### config.mk
export PLATFORM = sky130hd
export DESIGN_NAME = lmfe_top
export DESIGN_NICKNAME = d
export VERILOG_FILES = /design/src/lmfe_pkg.sv /design/src/lmfe_top.sv
export SDC_FILE = /design/constraint.sdc
export NUM_CORES = 1
export LEC_CHECK = 0
export BUFFER_PORTS_ARGS = -buffer_cell sky130_fd_sc_hd__buf_2
export CAP_MARGIN = 20
export CORE_MARGIN = 2
export CORE_UTILIZATION = 45
export CTS_BUF_LIST = sky130_fd_sc_hd__clkbuf_8
export CTS_CLUSTER_SIZE = 20
export DETAILED_ROUTE_END_ITERATION = 12
export GPL_TIMING_DRIVEN = 0
export PLACE_DENSITY = 0.62
export SYNTH_ARGS = -nofsm -noshare
export SYNTH_HDL_FRONTEND = slang
export SYNTH_SLANG_ARGS = --single-unit
### constraint.sdc
create_clock -name clk -period 6.21 [get_ports clk]
set_input_delay 0.3105 -clock clk [delete_from_list [all_inputs] [get_ports clk]]
set_output_delay 0.3105 -clock clk [all_outputs]
set_load 0.005 [all_outputs]
### src/lmfe_pkg.sv
// constants, register map and types for the lin master frame engine
package lmfe_pkg;

  // clock and timing
  localparam int CLK_HZ = 25_000_000;
  localparam int WAKE_PULSE_US = 150;
  localparam int WAKE_CYCLES = (WAKE_PULSE_US * (CLK_HZ / 1_000_000) + 0);
  localparam int BREAK_BITS = 13;
  localparam int DELIM_BITS = 1;
  localparam logic [7:0] SYNC_BYTE = 8'h55;
  localparam logic [7:0] CSUM_GOOD = 8'hFF;

  // register byte offsets on the apb
  localparam logic [7:0] OFS_CONTROL_ONE = 8'h00;
  localparam logic [7:0] OFS_CONTROL_TWO = 8'h04;
  localparam logic [7:0] OFS_BAUD = 8'h08;
  localparam logic [7:0] OFS_BUF_ID = 8'h0C;
  localparam logic [7:0] OFS_PAYLOAD_LO = 8'h10;
  localparam logic [7:0] OFS_PAYLOAD_HI = 8'h14;
  localparam logic [7:0] OFS_STATUS = 8'h18;

  // control_reg_one fields
  localparam int CR1_INIT_BIT = 0;
  localparam int CR1_SLEEP_BIT = 1;
  localparam int CR1_AWAKE_BIT = 2;
  localparam int CR1_MASTER_BIT = 3;
  localparam logic CR1_INIT_RST = 1'b0;
  localparam logic CR1_SLEEP_RST = 1'b1;
  localparam logic CR1_AWAKE_RST = 1'b0;
  localparam logic CR1_MASTER_RST = 1'b0;

  // control_reg_two fields
  localparam int CR2_HDR_BIT = 0;

  // baud divider: clk cycles per bus bit
  localparam logic [15:0] BAUD_DIV_RST = 16'h0516;

  // buffer_identifier_reg fields
  localparam int BID_ID_LSB = 0;
  localparam int BID_DIR_BIT = 8;
  localparam int BID_CCS_BIT = 9;
  localparam int BID_DFL_LSB = 10;
  localparam logic [5:0] BID_ID_RST = 6'h00;
  localparam logic [2:0] BID_DFL_RST = 3'h0;

  // line_status_reg fields
  localparam int ST_TXDONE_BIT = 0;
  localparam int ST_RXDONE_BIT = 1;
  localparam int ST_CSERR_BIT = 2;
  localparam int ST_FRERR_BIT = 3;
  localparam int ST_WAKE_BIT = 4;
  localparam int ST_BUSY_BIT = 8;
  localparam int ST_HDRPEND_BIT = 9;
  localparam int ST_MODE_LSB = 10;
  localparam int NUM_FLAGS = 5;

  typedef enum logic [1:0] {MODE_SLEEP, MODE_INIT, MODE_NORMAL} lmfe_mode_e;
  typedef enum logic [2:0] {
    ENG_IDLE, ENG_BREAK, ENG_DELIM, ENG_TX, ENG_RX_WAIT, ENG_RX
  } lmfe_state_e;
  typedef enum logic [1:0] {FLD_SYNC, FLD_PID, FLD_DATA, FLD_CSUM} lmfe_field_e;

endpackage : lmfe_pkg

### src/lmfe_top.sv
// lin master frame engine: apb registers, mode control, header and response handling
//
// Decided for this implementation: the APB slave port and the register addresses.
`timescale 1ns/1ns

// What this block does
// (RQ1) bus level 0 is dominant, 1 is recessive; idle output stays 1.
// (RQ2) every frame opens with 13 dominant bit times then one recessive delimiter.
// (RQ3) the break is followed by a sync byte of value 0x55.
// (RQ4) header order is break, sync, protected identifier; a slave task answers.
// (RQ5) each byte: dominant start, eight data bits lsb first, recessive stop.
// (RQ6) identifier byte holds six id bits low and two parity bits high.
// (RQ7) parity zero is xor of id 0,1,2,4; parity one inverts xor of 1,3,4,5.
// (RQ8) checksum is the inverted eight bit sum with carries added back.
// (RQ9) classic sums data only; enhanced adds the identifier; picked per message.
// (RQ10) after reset the controller sits in sleep mode.
// (RQ11) init request bit enters or leaves init; sleep request bit enters sleep.
// (RQ12) init mode halts transfers, drives output recessive, keeps configuration.
// (RQ13) software configures mode and baud during init, then clears init.
// (RQ14) sleep stops the engine and every status update but the wake flag; registers stay accessible.
// (RQ15) with auto wake, a 150 us dominant pulse clears the sleep request.
// (RQ16) master select set makes the block a master using its one buffer.
// (RQ17) software loads identifier, length, direction, checksum type before header request.
// (RQ18) publisher data sent after header, length bytes then checksum.
// (RQ19) direction set means publish; clear means receive the response.
// (RQ20) received bytes go to the buffer; outcome is recorded in status.
// (RQ21) after a header request the frame runs to its end without software.
// (RQ22) master select clear means slave operation, so no headers are sent.
// (RQ23) bit period comes from the baud divider, written only in init mode.
module lmfe_top (
  // clock and reset
  input wire logic clk,
  input wire logic srst,
  // apb slave
  input wire logic psel,
  input wire logic penable,
  input wire logic pwrite,
  input wire logic [7:0] paddr,
  input wire logic [31:0] pwdata,
  output logic [31:0] prdata,
  output logic pready,
  output logic pslverr,
  // lin transceiver
  input wire logic lin_rx,
  output logic bus_transmit_output
);

  // control registers
  logic init_req_q;
  logic sleep_req_q;
  logic auto_wake_enable_q;
  logic master_select_q;
  logic header_send_request_q;
  logic [15:0] baud_div_q;
  logic [5:0] frame_id_q;
  logic dir_q;
  logic checksum_type_select_q;
  logic [2:0] payload_length_field_q;
  logic [7:0] buf_q [0:7];
  logic [lmfe_pkg::NUM_FLAGS-1:0] flags_q;
  logic [31:0] prdata_q;

  // engine and wake counter
  lmfe_pkg::lmfe_state_e st_q;
  lmfe_pkg::lmfe_field_e fld_q;
  logic [15:0] bit_cnt_q;
  logic [3:0] nbits_q;
  logic [9:0] tx_shift_q;
  logic [9:0] rx_shift_q;
  logic [2:0] idx_q;
  logic [7:0] csum_q;
  logic txd_q;
  logic [11:0] wake_cnt_q;

  // one-cycle events from the engine and the wake detector
  logic ev_tx_done_q;
  logic ev_rx_done_q;
  logic ev_cs_err_q;
  logic ev_fr_err_q;
  logic ev_wake_q;
  logic rx_wr_q;
  logic [2:0] rx_wr_idx_q;
  logic [7:0] rx_wr_byte_q;

  lmfe_pkg::lmfe_mode_e mode;
  logic apb_wr;
  logic apb_setup_rd;
  logic tick;
  logic hdr_take;
  logic [7:0] pid;
  logic [7:0] rx_byte;
  logic [lmfe_pkg::NUM_FLAGS-1:0] flag_set;

  function automatic logic [7:0] csum_add(input logic [7:0] a, input logic [7:0] b);
    logic [8:0] s;
    s = {1'b0, a} + {1'b0, b};
    csum_add = s[7:0] + {7'h00, s[8]}; // RQ8
  endfunction : csum_add

  function automatic logic [9:0] frame_char(input logic [7:0] b);
    frame_char = {1'b1, b, 1'b0}; // RQ5
  endfunction : frame_char

  // sleep wins over init so a sleep request always stops the engine
  always_comb begin
    if (sleep_req_q) begin
      mode = lmfe_pkg::MODE_SLEEP; // RQ14
    end else if (init_req_q) begin
      mode = lmfe_pkg::MODE_INIT; // RQ11
    end else begin
      mode = lmfe_pkg::MODE_NORMAL;
    end
  end

  assign pid = {~(frame_id_q[1] ^ frame_id_q[3] ^ frame_id_q[4] ^ frame_id_q[5]),
                frame_id_q[0] ^ frame_id_q[1] ^ frame_id_q[2] ^ frame_id_q[4],
                frame_id_q}; // RQ6 RQ7
  assign rx_byte = rx_shift_q[9:2];
  assign tick = (bit_cnt_q == 16'h0000); // RQ23
  assign hdr_take = (st_q == lmfe_pkg::ENG_IDLE) && (mode == lmfe_pkg::MODE_NORMAL) &&
                    master_select_q && header_send_request_q; // RQ16 RQ22

  // apb: zero wait states, read data captured in the setup cycle
  assign pready = 1'b1;
  assign apb_wr = psel && penable && pwrite;
  assign apb_setup_rd = psel && !penable && !pwrite;
  assign prdata = prdata_q;
  assign pslverr = psel && penable && !((paddr == lmfe_pkg::OFS_CONTROL_ONE) ||
                   (paddr == lmfe_pkg::OFS_CONTROL_TWO) || (paddr == lmfe_pkg::OFS_BAUD) ||
                   (paddr == lmfe_pkg::OFS_BUF_ID) || (paddr == lmfe_pkg::OFS_PAYLOAD_LO) ||
                   (paddr == lmfe_pkg::OFS_PAYLOAD_HI) || (paddr == lmfe_pkg::OFS_STATUS));
  assign bus_transmit_output = txd_q;

  always_ff @(posedge clk) begin
    if (srst) begin
      prdata_q <= 32'h00000000;
    end else if (apb_setup_rd) begin
      if (paddr == lmfe_pkg::OFS_CONTROL_ONE) begin
        prdata_q <= {28'h0000000, master_select_q, auto_wake_enable_q, sleep_req_q, init_req_q};
      end else if (paddr == lmfe_pkg::OFS_CONTROL_TWO) begin
        prdata_q <= {31'h00000000, header_send_request_q};
      end else if (paddr == lmfe_pkg::OFS_BAUD) begin
        prdata_q <= {16'h0000, baud_div_q};
      end else if (paddr == lmfe_pkg::OFS_BUF_ID) begin
        prdata_q <= {19'h00000, payload_length_field_q, checksum_type_select_q, dir_q,
                     2'h0, frame_id_q};
      end else if (paddr == lmfe_pkg::OFS_PAYLOAD_LO) begin
        prdata_q <= {buf_q[3], buf_q[2], buf_q[1], buf_q[0]};
      end else if (paddr == lmfe_pkg::OFS_PAYLOAD_HI) begin
        prdata_q <= {buf_q[7], buf_q[6], buf_q[5], buf_q[4]};
      end else if (paddr == lmfe_pkg::OFS_STATUS) begin
        prdata_q <= {20'h00000, mode, header_send_request_q, st_q != lmfe_pkg::ENG_IDLE,
                     3'h0, flags_q};
      end else begin
        prdata_q <= 32'h00000000;
      end
    end
  end

  // control_reg_one; hardware wake clears sleep unless software writes the same cycle
  always_ff @(posedge clk) begin
    if (srst) begin
      init_req_q <= lmfe_pkg::CR1_INIT_RST;
      sleep_req_q <= lmfe_pkg::CR1_SLEEP_RST; // RQ10
      auto_wake_enable_q <= lmfe_pkg::CR1_AWAKE_RST;
      master_select_q <= lmfe_pkg::CR1_MASTER_RST;
    end else if (apb_wr && paddr == lmfe_pkg::OFS_CONTROL_ONE) begin
      init_req_q <= pwdata[lmfe_pkg::CR1_INIT_BIT]; // RQ11
      sleep_req_q <= pwdata[lmfe_pkg::CR1_SLEEP_BIT]; // RQ11
      auto_wake_enable_q <= pwdata[lmfe_pkg::CR1_AWAKE_BIT];
      master_select_q <= pwdata[lmfe_pkg::CR1_MASTER_BIT]; // RQ16
    end else if (ev_wake_q && auto_wake_enable_q) begin
      sleep_req_q <= 1'b0; // RQ15
    end
  end

  // header request: a new write wins over the engine taking the old one
  always_ff @(posedge clk) begin
    if (srst) begin
      header_send_request_q <= 1'b0;
    end else if (apb_wr && paddr == lmfe_pkg::OFS_CONTROL_TWO &&
                 pwdata[lmfe_pkg::CR2_HDR_BIT]) begin
      header_send_request_q <= 1'b1; // RQ17
    end else if (hdr_take) begin
      header_send_request_q <= 1'b0;
    end
  end

  // changing the bit period mid-frame would corrupt the frame, so only init may write it
  always_ff @(posedge clk) begin
    if (srst) begin
      baud_div_q <= lmfe_pkg::BAUD_DIV_RST;
    end else if (apb_wr && paddr == lmfe_pkg::OFS_BAUD && mode == lmfe_pkg::MODE_INIT) begin
      baud_div_q <= pwdata[15:0]; // RQ23
    end
  end

  always_ff @(posedge clk) begin
    if (srst) begin
      frame_id_q <= lmfe_pkg::BID_ID_RST;
      dir_q <= 1'b0;
      checksum_type_select_q <= 1'b0;
      payload_length_field_q <= lmfe_pkg::BID_DFL_RST;
    end else if (apb_wr && paddr == lmfe_pkg::OFS_BUF_ID) begin
      frame_id_q <= pwdata[lmfe_pkg::BID_ID_LSB +: 6]; // RQ17
      dir_q <= pwdata[lmfe_pkg::BID_DIR_BIT]; // RQ19
      checksum_type_select_q <= pwdata[lmfe_pkg::BID_CCS_BIT]; // RQ9
      payload_length_field_q <= pwdata[lmfe_pkg::BID_DFL_LSB +: 3];
    end
  end

  // message buffer: software words and received bytes share one array
  always_ff @(posedge clk) begin
    if (srst) begin
      for (int i = 0; i < 8; i++) begin
        buf_q[i] <= 8'h00;
      end
    end else if (rx_wr_q) begin
      buf_q[rx_wr_idx_q] <= rx_wr_byte_q; // RQ20
    end else if (apb_wr && paddr == lmfe_pkg::OFS_PAYLOAD_LO) begin
      for (int i = 0; i < 4; i++) begin
        buf_q[i] <= pwdata[8*i +: 8]; // RQ18
      end
    end else if (apb_wr && paddr == lmfe_pkg::OFS_PAYLOAD_HI) begin
      for (int i = 0; i < 4; i++) begin
        buf_q[i+4] <= pwdata[8*i +: 8];
      end
    end
  end

  // sticky status flags, write one to clear; a set in the clearing cycle wins
  assign flag_set = {ev_wake_q, ev_fr_err_q, ev_cs_err_q, ev_rx_done_q, ev_tx_done_q};

  generate
    for (genvar g = 0; g < lmfe_pkg::NUM_FLAGS; g++) begin : g_flag
      always_ff @(posedge clk) begin
        if (srst) begin
          flags_q[g] <= 1'b0;
        end else if (flag_set[g]) begin
          flags_q[g] <= 1'b1; // RQ20
        end else if (apb_wr && paddr == lmfe_pkg::OFS_STATUS && pwdata[g]) begin
          flags_q[g] <= 1'b0;
        end
      end
    end
  endgenerate

  // wake detector: counts consecutive dominant cycles while asleep
  always_ff @(posedge clk) begin
    if (srst) begin
      wake_cnt_q <= 12'h000;
      ev_wake_q <= 1'b0;
    end else begin
      ev_wake_q <= 1'b0;
      if (mode != lmfe_pkg::MODE_SLEEP || lin_rx) begin
        wake_cnt_q <= 12'h000;
      end else if (wake_cnt_q == 12'(lmfe_pkg::WAKE_CYCLES - 1)) begin
        wake_cnt_q <= 12'h000;
        ev_wake_q <= 1'b1; // RQ15
      end else begin
        wake_cnt_q <= wake_cnt_q + 12'h001;
      end
    end
  end

  // bit timer; reloads from the divider each bit, restarts half way on a start edge
  always_ff @(posedge clk) begin
    if (srst) begin
      bit_cnt_q <= 16'h0000;
    end else if (hdr_take) begin
      bit_cnt_q <= baud_div_q - 16'h0001; // RQ23
    end else if (st_q == lmfe_pkg::ENG_RX_WAIT) begin
      bit_cnt_q <= {1'b0, baud_div_q[15:1]};
    end else if (st_q == lmfe_pkg::ENG_IDLE || tick) begin
      bit_cnt_q <= baud_div_q - 16'h0001;
    end else begin
      bit_cnt_q <= bit_cnt_q - 16'h0001;
    end
  end

  // frame engine
  always_ff @(posedge clk) begin
    if (srst) begin
      st_q <= lmfe_pkg::ENG_IDLE;
      fld_q <= lmfe_pkg::FLD_SYNC;
      nbits_q <= 4'h0;
      tx_shift_q <= 10'h3FF;
      rx_shift_q <= 10'h000;
      idx_q <= 3'h0;
      csum_q <= 8'h00;
      txd_q <= 1'b1; // RQ1
      ev_tx_done_q <= 1'b0;
      ev_rx_done_q <= 1'b0;
      ev_cs_err_q <= 1'b0;
      ev_fr_err_q <= 1'b0;
      rx_wr_q <= 1'b0;
      rx_wr_idx_q <= 3'h0;
      rx_wr_byte_q <= 8'h00;
    end else begin
      ev_tx_done_q <= 1'b0;
      ev_rx_done_q <= 1'b0;
      ev_cs_err_q <= 1'b0;
      ev_fr_err_q <= 1'b0;
      rx_wr_q <= 1'b0;
      if (mode != lmfe_pkg::MODE_NORMAL) begin
        st_q <= lmfe_pkg::ENG_IDLE; // RQ12 RQ14
        txd_q <= 1'b1; // RQ12
      end else begin
        case (st_q)
          lmfe_pkg::ENG_IDLE: begin
            txd_q <= 1'b1;
            if (hdr_take) begin
              st_q <= lmfe_pkg::ENG_BREAK; // RQ4 RQ21
              nbits_q <= 4'(lmfe_pkg::BREAK_BITS - 1);
              txd_q <= 1'b0; // RQ2
            end
          end
          lmfe_pkg::ENG_BREAK: begin
            if (tick) begin
              if (nbits_q == 4'h0) begin
                st_q <= lmfe_pkg::ENG_DELIM;
                nbits_q <= 4'(lmfe_pkg::DELIM_BITS - 1);
                txd_q <= 1'b1; // RQ2
              end else begin
                nbits_q <= nbits_q - 4'h1;
              end
            end
          end
          lmfe_pkg::ENG_DELIM: begin
            if (tick) begin
              if (nbits_q == 4'h0) begin
                st_q <= lmfe_pkg::ENG_TX;
                fld_q <= lmfe_pkg::FLD_SYNC;
                tx_shift_q <= frame_char(lmfe_pkg::SYNC_BYTE); // RQ3
                nbits_q <= 4'h9;
                txd_q <= 1'b0;
              end else begin
                nbits_q <= nbits_q - 4'h1;
              end
            end
          end
          lmfe_pkg::ENG_TX: begin
            if (tick) begin
              if (nbits_q != 4'h0) begin
                tx_shift_q <= {1'b1, tx_shift_q[9:1]}; // RQ5
                txd_q <= tx_shift_q[1];
                nbits_q <= nbits_q - 4'h1;
              end else begin
                nbits_q <= 4'h9;
                txd_q <= 1'b0;
                case (fld_q)
                  lmfe_pkg::FLD_SYNC: begin
                    fld_q <= lmfe_pkg::FLD_PID; // RQ4
                    tx_shift_q <= frame_char(pid);
                  end
                  lmfe_pkg::FLD_PID: begin
                    idx_q <= 3'h0;
                    if (dir_q) begin
                      fld_q <= lmfe_pkg::FLD_DATA; // RQ19
                      tx_shift_q <= frame_char(buf_q[0]); // RQ18
                      csum_q <= csum_add(checksum_type_select_q ? pid : 8'h00, buf_q[0]); // RQ9
                    end else begin
                      st_q <= lmfe_pkg::ENG_RX_WAIT; // RQ19
                      fld_q <= lmfe_pkg::FLD_DATA;
                      csum_q <= checksum_type_select_q ? pid : 8'h00; // RQ9
                      txd_q <= 1'b1;
                    end
                  end
                  lmfe_pkg::FLD_DATA: begin
                    if (idx_q == payload_length_field_q) begin
                      fld_q <= lmfe_pkg::FLD_CSUM;
                      tx_shift_q <= frame_char(~csum_q); // RQ8 RQ18
                    end else begin
                      idx_q <= idx_q + 3'h1;
                      tx_shift_q <= frame_char(buf_q[idx_q + 3'h1]);
                      csum_q <= csum_add(csum_q, buf_q[idx_q + 3'h1]);
                    end
                  end
                  default: begin
                    st_q <= lmfe_pkg::ENG_IDLE;
                    txd_q <= 1'b1;
                    ev_tx_done_q <= 1'b1; // RQ21
                  end
                endcase
              end
            end
          end
          lmfe_pkg::ENG_RX_WAIT: begin
            txd_q <= 1'b1;
            if (!lin_rx) begin
              st_q <= lmfe_pkg::ENG_RX; // RQ5
              nbits_q <= 4'h9;
            end
          end
          lmfe_pkg::ENG_RX: begin
            if (tick) begin
              rx_shift_q <= {lin_rx, rx_shift_q[9:1]};
              if (nbits_q != 4'h0) begin
                nbits_q <= nbits_q - 4'h1;
              end else if (!lin_rx) begin
                st_q <= lmfe_pkg::ENG_IDLE; // a dominant stop bit drops the frame
                ev_fr_err_q <= 1'b1;
              end else if (fld_q == lmfe_pkg::FLD_DATA) begin
                st_q <= lmfe_pkg::ENG_RX_WAIT;
                rx_wr_q <= 1'b1; // RQ20
                rx_wr_idx_q <= idx_q;
                rx_wr_byte_q <= rx_byte;
                csum_q <= csum_add(csum_q, rx_byte);
                if (idx_q == payload_length_field_q) begin
                  fld_q <= lmfe_pkg::FLD_CSUM;
                end else begin
                  idx_q <= idx_q + 3'h1;
                end
              end else begin
                st_q <= lmfe_pkg::ENG_IDLE;
                if (csum_add(csum_q, rx_byte) == lmfe_pkg::CSUM_GOOD) begin
                  ev_rx_done_q <= 1'b1; // RQ20 RQ21
                end else begin
                  ev_cs_err_q <= 1'b1; // RQ8 RQ20
                end
              end
            end
          end
          default: begin
            st_q <= lmfe_pkg::ENG_IDLE;
          end
        endcase
      end
    end
  end

endmodule : lmfe_top

# Word level (Yosys, flattened, before mapping)
# Memories as Yosys holds them, arrays and structs flattened.
# Cells that the tools add are included.
dict set report word_totals {
  latch_bits 0
  romBits 0
  regBits 155
  out_inout_bits 35
  in_bits 46
  elab_cells 312
  ram_bits 64
  n_memories 1
}
# memory words width rd rd_clocked_by_memory_dff wr line_no
set memory_table {}
lappend memory_table {buf_q 8 8 9 0 8 lmfe_top.sv:59} ;# logic [7:0] buf_q [0:7];
dict set report op_classes {
  n_lt_le_gt_ge 0
  addsub 11
  eq_ne 39
  mul 0
  n_mux 132
  n_div 0
  reduce_logical 73
  shift 0
  bitwise_logic 22
}
# op n
set op_table {}
lappend op_table {{2-to-1 mux 32 bit} 6}
lappend op_table {{2-to-1 mux 8 bit} 18}
lappend op_table {{2-to-1 mux 3 bit} 21}
lappend op_table {{2-to-1 mux 10 bit} 5}
lappend op_table {{2-to-1 mux 16 bit} 3}
lappend op_table {{2-to-1 mux 1 bit} 43}
lappend op_table {{2-to-1 mux 4 bit} 10}
lappend op_table {{one-hot mux 8 bit (2 select lines)} 2}
lappend op_table {{subtractor 16 x 1 -> 16 bit (second input constant)} 2}
lappend op_table {{inequality test 2 bit (second input constant)} 15}
lappend op_table {{one-hot mux 10 bit (3 select lines)} 1}
lappend op_table {{adder 8 x 8 -> 9 bit} 3}
lappend op_table {{adder 8 x 1 -> 8 bit} 3}
lappend op_table {{== test 8 x 5 -> 1 bit (second input constant)} 3}
lappend op_table {{one-hot mux 4 bit (6 select lines)} 1}
lappend op_table {{logical AND 1 bit} 23}
lappend op_table {{2-to-1 mux 2 bit} 11}
lappend op_table {{one-hot mux 10 bit (2 select lines)} 1}
lappend op_table {{nonzero test 2 bit} 10}
lappend op_table {{one-hot mux 3 bit (2 select lines)} 3}
lappend op_table {{one-hot mux 3 bit (6 select lines)} 1}
lappend op_table {{AND reduction 9 bit} 2}
lappend op_table {{== test 8 x 4 -> 1 bit (second input constant)} 2}
lappend op_table {{zero test 16 bit} 1}
lappend op_table {{48 further kinds} 87}

# Logic depth before layout (Yosys ltp)
dict set report logic_depth {
  depth_word 12
  ltp_mapped 19
}

# Worst setup path after synthesis
# OpenSTA, ideal clock, no wires.
dict set report synth_path {
  path_type {flip-flop to flip-flop}
  start {register idx_q[1]}
  end {register csum_q[6]}
  path_stages_with_launch 20
  path_buffers 2
  setup_ps 91
  arrival_time_ps 4194
  path_slack_ps 1925
  synth_period_minus_slack_ps 4285
  cell_sequence {dfxtp_1 -> ha_1 -> clkbuf_1 -> clkbuf_1 -> mux4_2 -> mux2_2 -> ha_1 -> fa_1 -> a211o_1 -> o211ai_1 -> a21oi_1 -> o21ai_0 -> nand2b_1 -> ha_1 -> and3_1 -> nand3_1 -> nor2_1 -> xor2_1 -> o22a_1 -> a311oi_1}
}
dict set report synth_via {
  elab_chain_cells 9
}
# element line_no
set synth_rtl {}
lappend synth_rtl {{start: declaration} lmfe_top.sv:70} ;# logic [2:0] idx_q;
lappend synth_rtl {{start signal: assignment} lmfe_top.sv:374} ;# idx_q <= idx_q + 3'h1;
lappend synth_rtl {{start signal: assignment} lmfe_top.sv:412} ;# idx_q <= idx_q + 3'h1;
lappend synth_rtl {{adder 3 x 1 -> 3 bit} lmfe_top.sv:376} ;# csum_q <= csum_add(csum_q, buf_q[idx_q + 3'h1]);
lappend synth_rtl {{memory (8 x 8 bit)} -}
lappend synth_rtl {{adder 8 x 8 -> 9 bit} lmfe_top.sv:96} ;# s = {1'b0, a} + {1'b0, b};
lappend synth_rtl {{adder 8 x 1 -> 8 bit} lmfe_top.sv:97} ;# csum_add = s[7:0] + {7'h00, s[8]};
lappend synth_rtl {{2-to-1 mux 8 bit} lmfe_top.sv:370} ;# if (idx_q == payload_length_field_q) begin
lappend synth_rtl {{one-hot mux 8 bit (2 select lines)} lmfe_top.sv:351} ;# case (fld_q)
lappend synth_rtl {{2-to-1 mux 8 bit} lmfe_top.sv:344} ;# if (nbits_q != 4'h0) begin
lappend synth_rtl {{2-to-1 mux 8 bit} lmfe_top.sv:343} ;# if (tick) begin
lappend synth_rtl {{one-hot mux 8 bit (2 select lines)} lmfe_top.sv:309} ;# case (st_q)
lappend synth_rtl {{end signal: assignment} lmfe_top.sv:361} ;# csum_q <= csum_add(checksum_type_select_q ? pid : 8'h00, buf_q[0]);
lappend synth_rtl {{end signal: assignment} lmfe_top.sv:365} ;# csum_q <= checksum_type_select_q ? pid : 8'h00;
lappend synth_rtl {{end signal: assignment} lmfe_top.sv:376}
lappend synth_rtl {{end: declaration} lmfe_top.sv:71} ;# logic [7:0] csum_q;
# Parallel ways exist; a longest one is shown, timed or not. The select of a mux whose other input is x is not followed.
# A chain may end at the register's enable or synchronous reset.

# Worst setup path in the final report
# Ends and elaborated chain as after synthesis.

==> impl_metrics.toml <==
[outcome]
status = "completed"

[detailed_routing]
drt_first_pass_iters = 6
post_drt_wl_per_cell_um = 22.21
drtIter0Drc = 1213
wl_um = 44500
drc = 0
vias_per_cell = 6.032
ant_nets = 0
vias = 12090

[power_and_ir_drop]
power.internal_w = 0.002266
max-vdd-ir-drop_mv = 0.1595
power_frac_seq_pct = 49.4
pwr-share-comb_pct = 6.4
clkPwrFrac_pct = 44.2
power.leakage_nw = 5.166
p_per_area_nw_per_um2 = 214.1
p_sw_w = 0.0007949
p_sw_share_pct = 25.97

[timing]
rsz0062_at_grt = "false"
period_share_pct = 82.01
max_slew.worst_pin.slew_ns = 1.138
max_freq_ghz = 0.1963
timing.final.crit_period_ns = 5.093
hold_viol = 0
max-slew-margin-rel_pct = 23.56
setup_viol = 0
clock_skew_ns = 0.04007
slew_violations = 0
fin_setup_tns_ns = 0

[synthesis]
yosysSeqAreaShare_pct = 39.19
synthArstFlopShare_pct = 0
synthFlopType = "dfxtp_1"
syn_inst = 1471
synth.distinct_cells = 74
synth_top_cell_area_share_pct = 23.96
synth.avg_cell_area_um2 = 8.577
ys_ff_latch = 215
synth_top_area_cell = "dfxtp_1"
syn_nets = 1561
synth_commonest_cells = "nand2_1 (199), dfxtp_1 (151), nor2_1 (146), a21oi_1 (135), clkbuf_1 (84)"
synth-edff-count = 64
syn_area_um2 = 12620
synth_area_leaders = "dfxtp_1 (24%), edfxtp_1 (15%), nand2_1 (5.9%), a21oi_1 (5.4%), nor2_1 (4.3%)"
ys_warn_count = 0
yosysMostFrequentCell = "nand2_1"

[floorplan]
initial_utilization_pct = 45.54
die_area_um2 = 29390
die_w_um = 171.4
dieHeight_um = 171.4
ios = 81
rows = 61
design.core.area_um2 = 27710

[worst_setup_path]
slowest_stage = "clkbuf_1"
cpMostUsedCell = "ha_1"
crit_fanout = 10
crit_chain = "ha_1 -> clkbuf_1 -> clkbuf_1 -> mux4_2 -> mux2_2 -> ha_1 -> fa_1 -> a211o_1 -> o211ai_1 -> a21oi_1 -> o21ai_0 -> nand2b_1 -> ha_1 -> and3_1 -> nand3_1 -> nor2_1 -> xor2_1 -> o22a_1 -> a311oi_1"
ff2ff_path_depth = 19
criticalPathCategory = "reg2reg"
required_ns = 6.65
end_kind = "flip-flop"
cp_num_cells = 19
critPathBufInv = 2
arrival_ns = 5.54
crit_family = "compound AO/OA/AOI/OAI gates"
slowest_delay_ns = 0.54
cp-start-kind = "flip-flop"

[clocking]
clkTransAtPathRegs_ns = 0.07
post_cts_buffers = 0
hold_buffers = 0
cts_tree = "done"
cts_inserted_buffers = 39
h-tree-depth = 2
cts.sinks = 215
cts-root-buf = "clkbuf_8"
ctsResizeCount = 0
clk_latency_ns = 0.57
clock_path_buffers = 3

[layout]
drive_gt1_share_pct = 11.93
final_nets = 1686
stdcell_count = 2004
utilization_pct = 51.60
synthToLayoutAreaGrowth_pct = 13.30
diodes = 0
fillCellCount = 2674

[hold_path]
hold_class = "in2reg"
holdPathStages = 3

[place]
portBuffers = 77
place_inst = 1933
dp_hpwl_um = 34190
place_congestion = 0.9566

[global_routing]
antenna_found_initial = 0
overflow = 0
grt_max_degree = 11
grt_pass1_vias = 11410
grt_use_total_pct = 30.52
grt_pass1_wl_um = 67430

[job]
drv_cap = 0
power by group through the flow:
| stage | Sequential [W] | Clock, W | Combinational [W] |
|---|---|---|---|
| finish | 0.00151 | 0.00135 | 0.000196 |
| global route | 0.00151 | 0.00142 | 0.000207 |
| CTS | 0.00151 | 0.00135 | 0.000192 |
| detailed placement | 0.00154 | 0 | 0.000191 |
| global placement | 0.00154 | 0 | 0.000188 |
| floorplan | 0.00152 | 0 | 0.000105 |
area by class of cell:
cell class	count	area, µm²	share of cell area [%]
timing repair buffer	84	425.4	2.976
inverter	24	90.09	0.6302
sequential	215	4945	34.59
clock buffer	46	633.1	4.429
multi-input combinational	1132	7187	50.28
tap	378	473.0	3.309
clock inverter	25	146.4	1.024
buffer	100	395.4	2.766
placed cells by master (no fill, tap or decap), types with 7 or more instances in the layout:
cell	synthesis	layout
nand2_1	199	199
dfxtp_1	151	151
nor2_1	146	146
a21oi_1	135	135
buf_2	7	89
clkbuf_1	84	84
o21ai_0	78	78
edfxtp_1	64	64
nor3_1	56	56
clkbuf_8	0	46
nand3_1	45	45
ha_1	41	41
xnor2_1	37	37
inv_1	24	35
xor2_1	35	35
a22o_1	33	33
mux2i_1	30	30
nand2b_1	26	26
o211ai_1	20	20
a211oi_1	18	18
mux4_2	16	16
mux2_2	14	14
a22oi_1	14	14
and2_1	13	13
nor4_1	13	13
or3_1	13	13
a221oi_1	12	12
and3_1	11	11
nand3b_1	8	8
o21bai_1	7	7
o21a_1	7	7
nand4_1	7	7
clkinv_2	0	7
worst register-to-register path, delay by kind of cell (launching register included):
family / cells / cell delay, ns
AO/OA/AOI/OAI: 6 / 1.20
XOR/XNOR: 1 / 0.16
adder cells (fa/ha/maj): 4 / 1.16
buffers and inverters: 2 / 0.92
flip-flops: 1 / 0.35
multiplexers: 2 / 0.73
AND/OR/NAND/NOR: 4 / 0.47
routing by layer:
layer  global-route usage [%]  vias to the layer above  wire length (µm)
met2                    48.30                      613             19870
met1                    40.50                     5743             18450
li1                         -                     5600                 -
met5                        0                        -                 0
met3                    6.029                      132              4121
met4                    13.45                        0              2067
sequential cells by signal, summed over array words and instances (netlist names), 2 cells and up:
name,flops
buf_q,64
csum_q,8
frame_id_q,6
idx_q,3
prdata,32
rx_wr_idx_q,3
rx_shift_q,8
rx_wr_byte_q,8
baud_div_q,16
wake_cnt_q,12
flags_q,5
payload_length_field_q,3
st_q,3
nbits_q,4
fld_q,2
bit_cnt_q,16
tx_shift_q,8
stage by stage:
stage	power, W	hold slack (ns)	setup slack, ns	instance area [µm²]
after global routing	0.003136	0.04497	0.9048	14300
after global placement	0.001726	0.4341	1.250	13480
after floorplan	0.001624	0.3829	1.925	12620
after detailed placement	0.001730	0.4277	1.220	13520
after CTS	0.003055	0.03576	1.174	14300
final	0.003061	0.03984	1.117	14300
final timing paths:
| path | startpoint | end | slack [ns] |
|---|---|---|---|
| setup reg to reg | idx_q[1] | csum_q[6] | 1.12 |
| hold / removal | pwdata[15] | baud_div_q[15] | 0.04 |
| setup / recovery | idx_q[1] | csum_q[6] | 1.12 |
| hold reg to reg | ev_cs_err_q | flags_q[2] | 0.46 |
kinds of logic (layout without fill, tap and decap cells):
| logic type | after synthesis | after routing | share of synthesized area (%) |
|---|---|---|---|
| buf+inv | 124 | 279 | 3.848 |
| flops | 215 | 215 | 39.19 |
| other cells | 1 | 1 | 0.02972 |
| fa+ha+maj | 44 | 44 | 4.542 |
| simple gates | 571 | 571 | 21.08 |
| mux | 60 | 60 | 6.486 |
| compound gates | 383 | 383 | 19.65 |
| xor+xnor | 73 | 73 | 5.176 |
(Power assumes the default switching activity.)
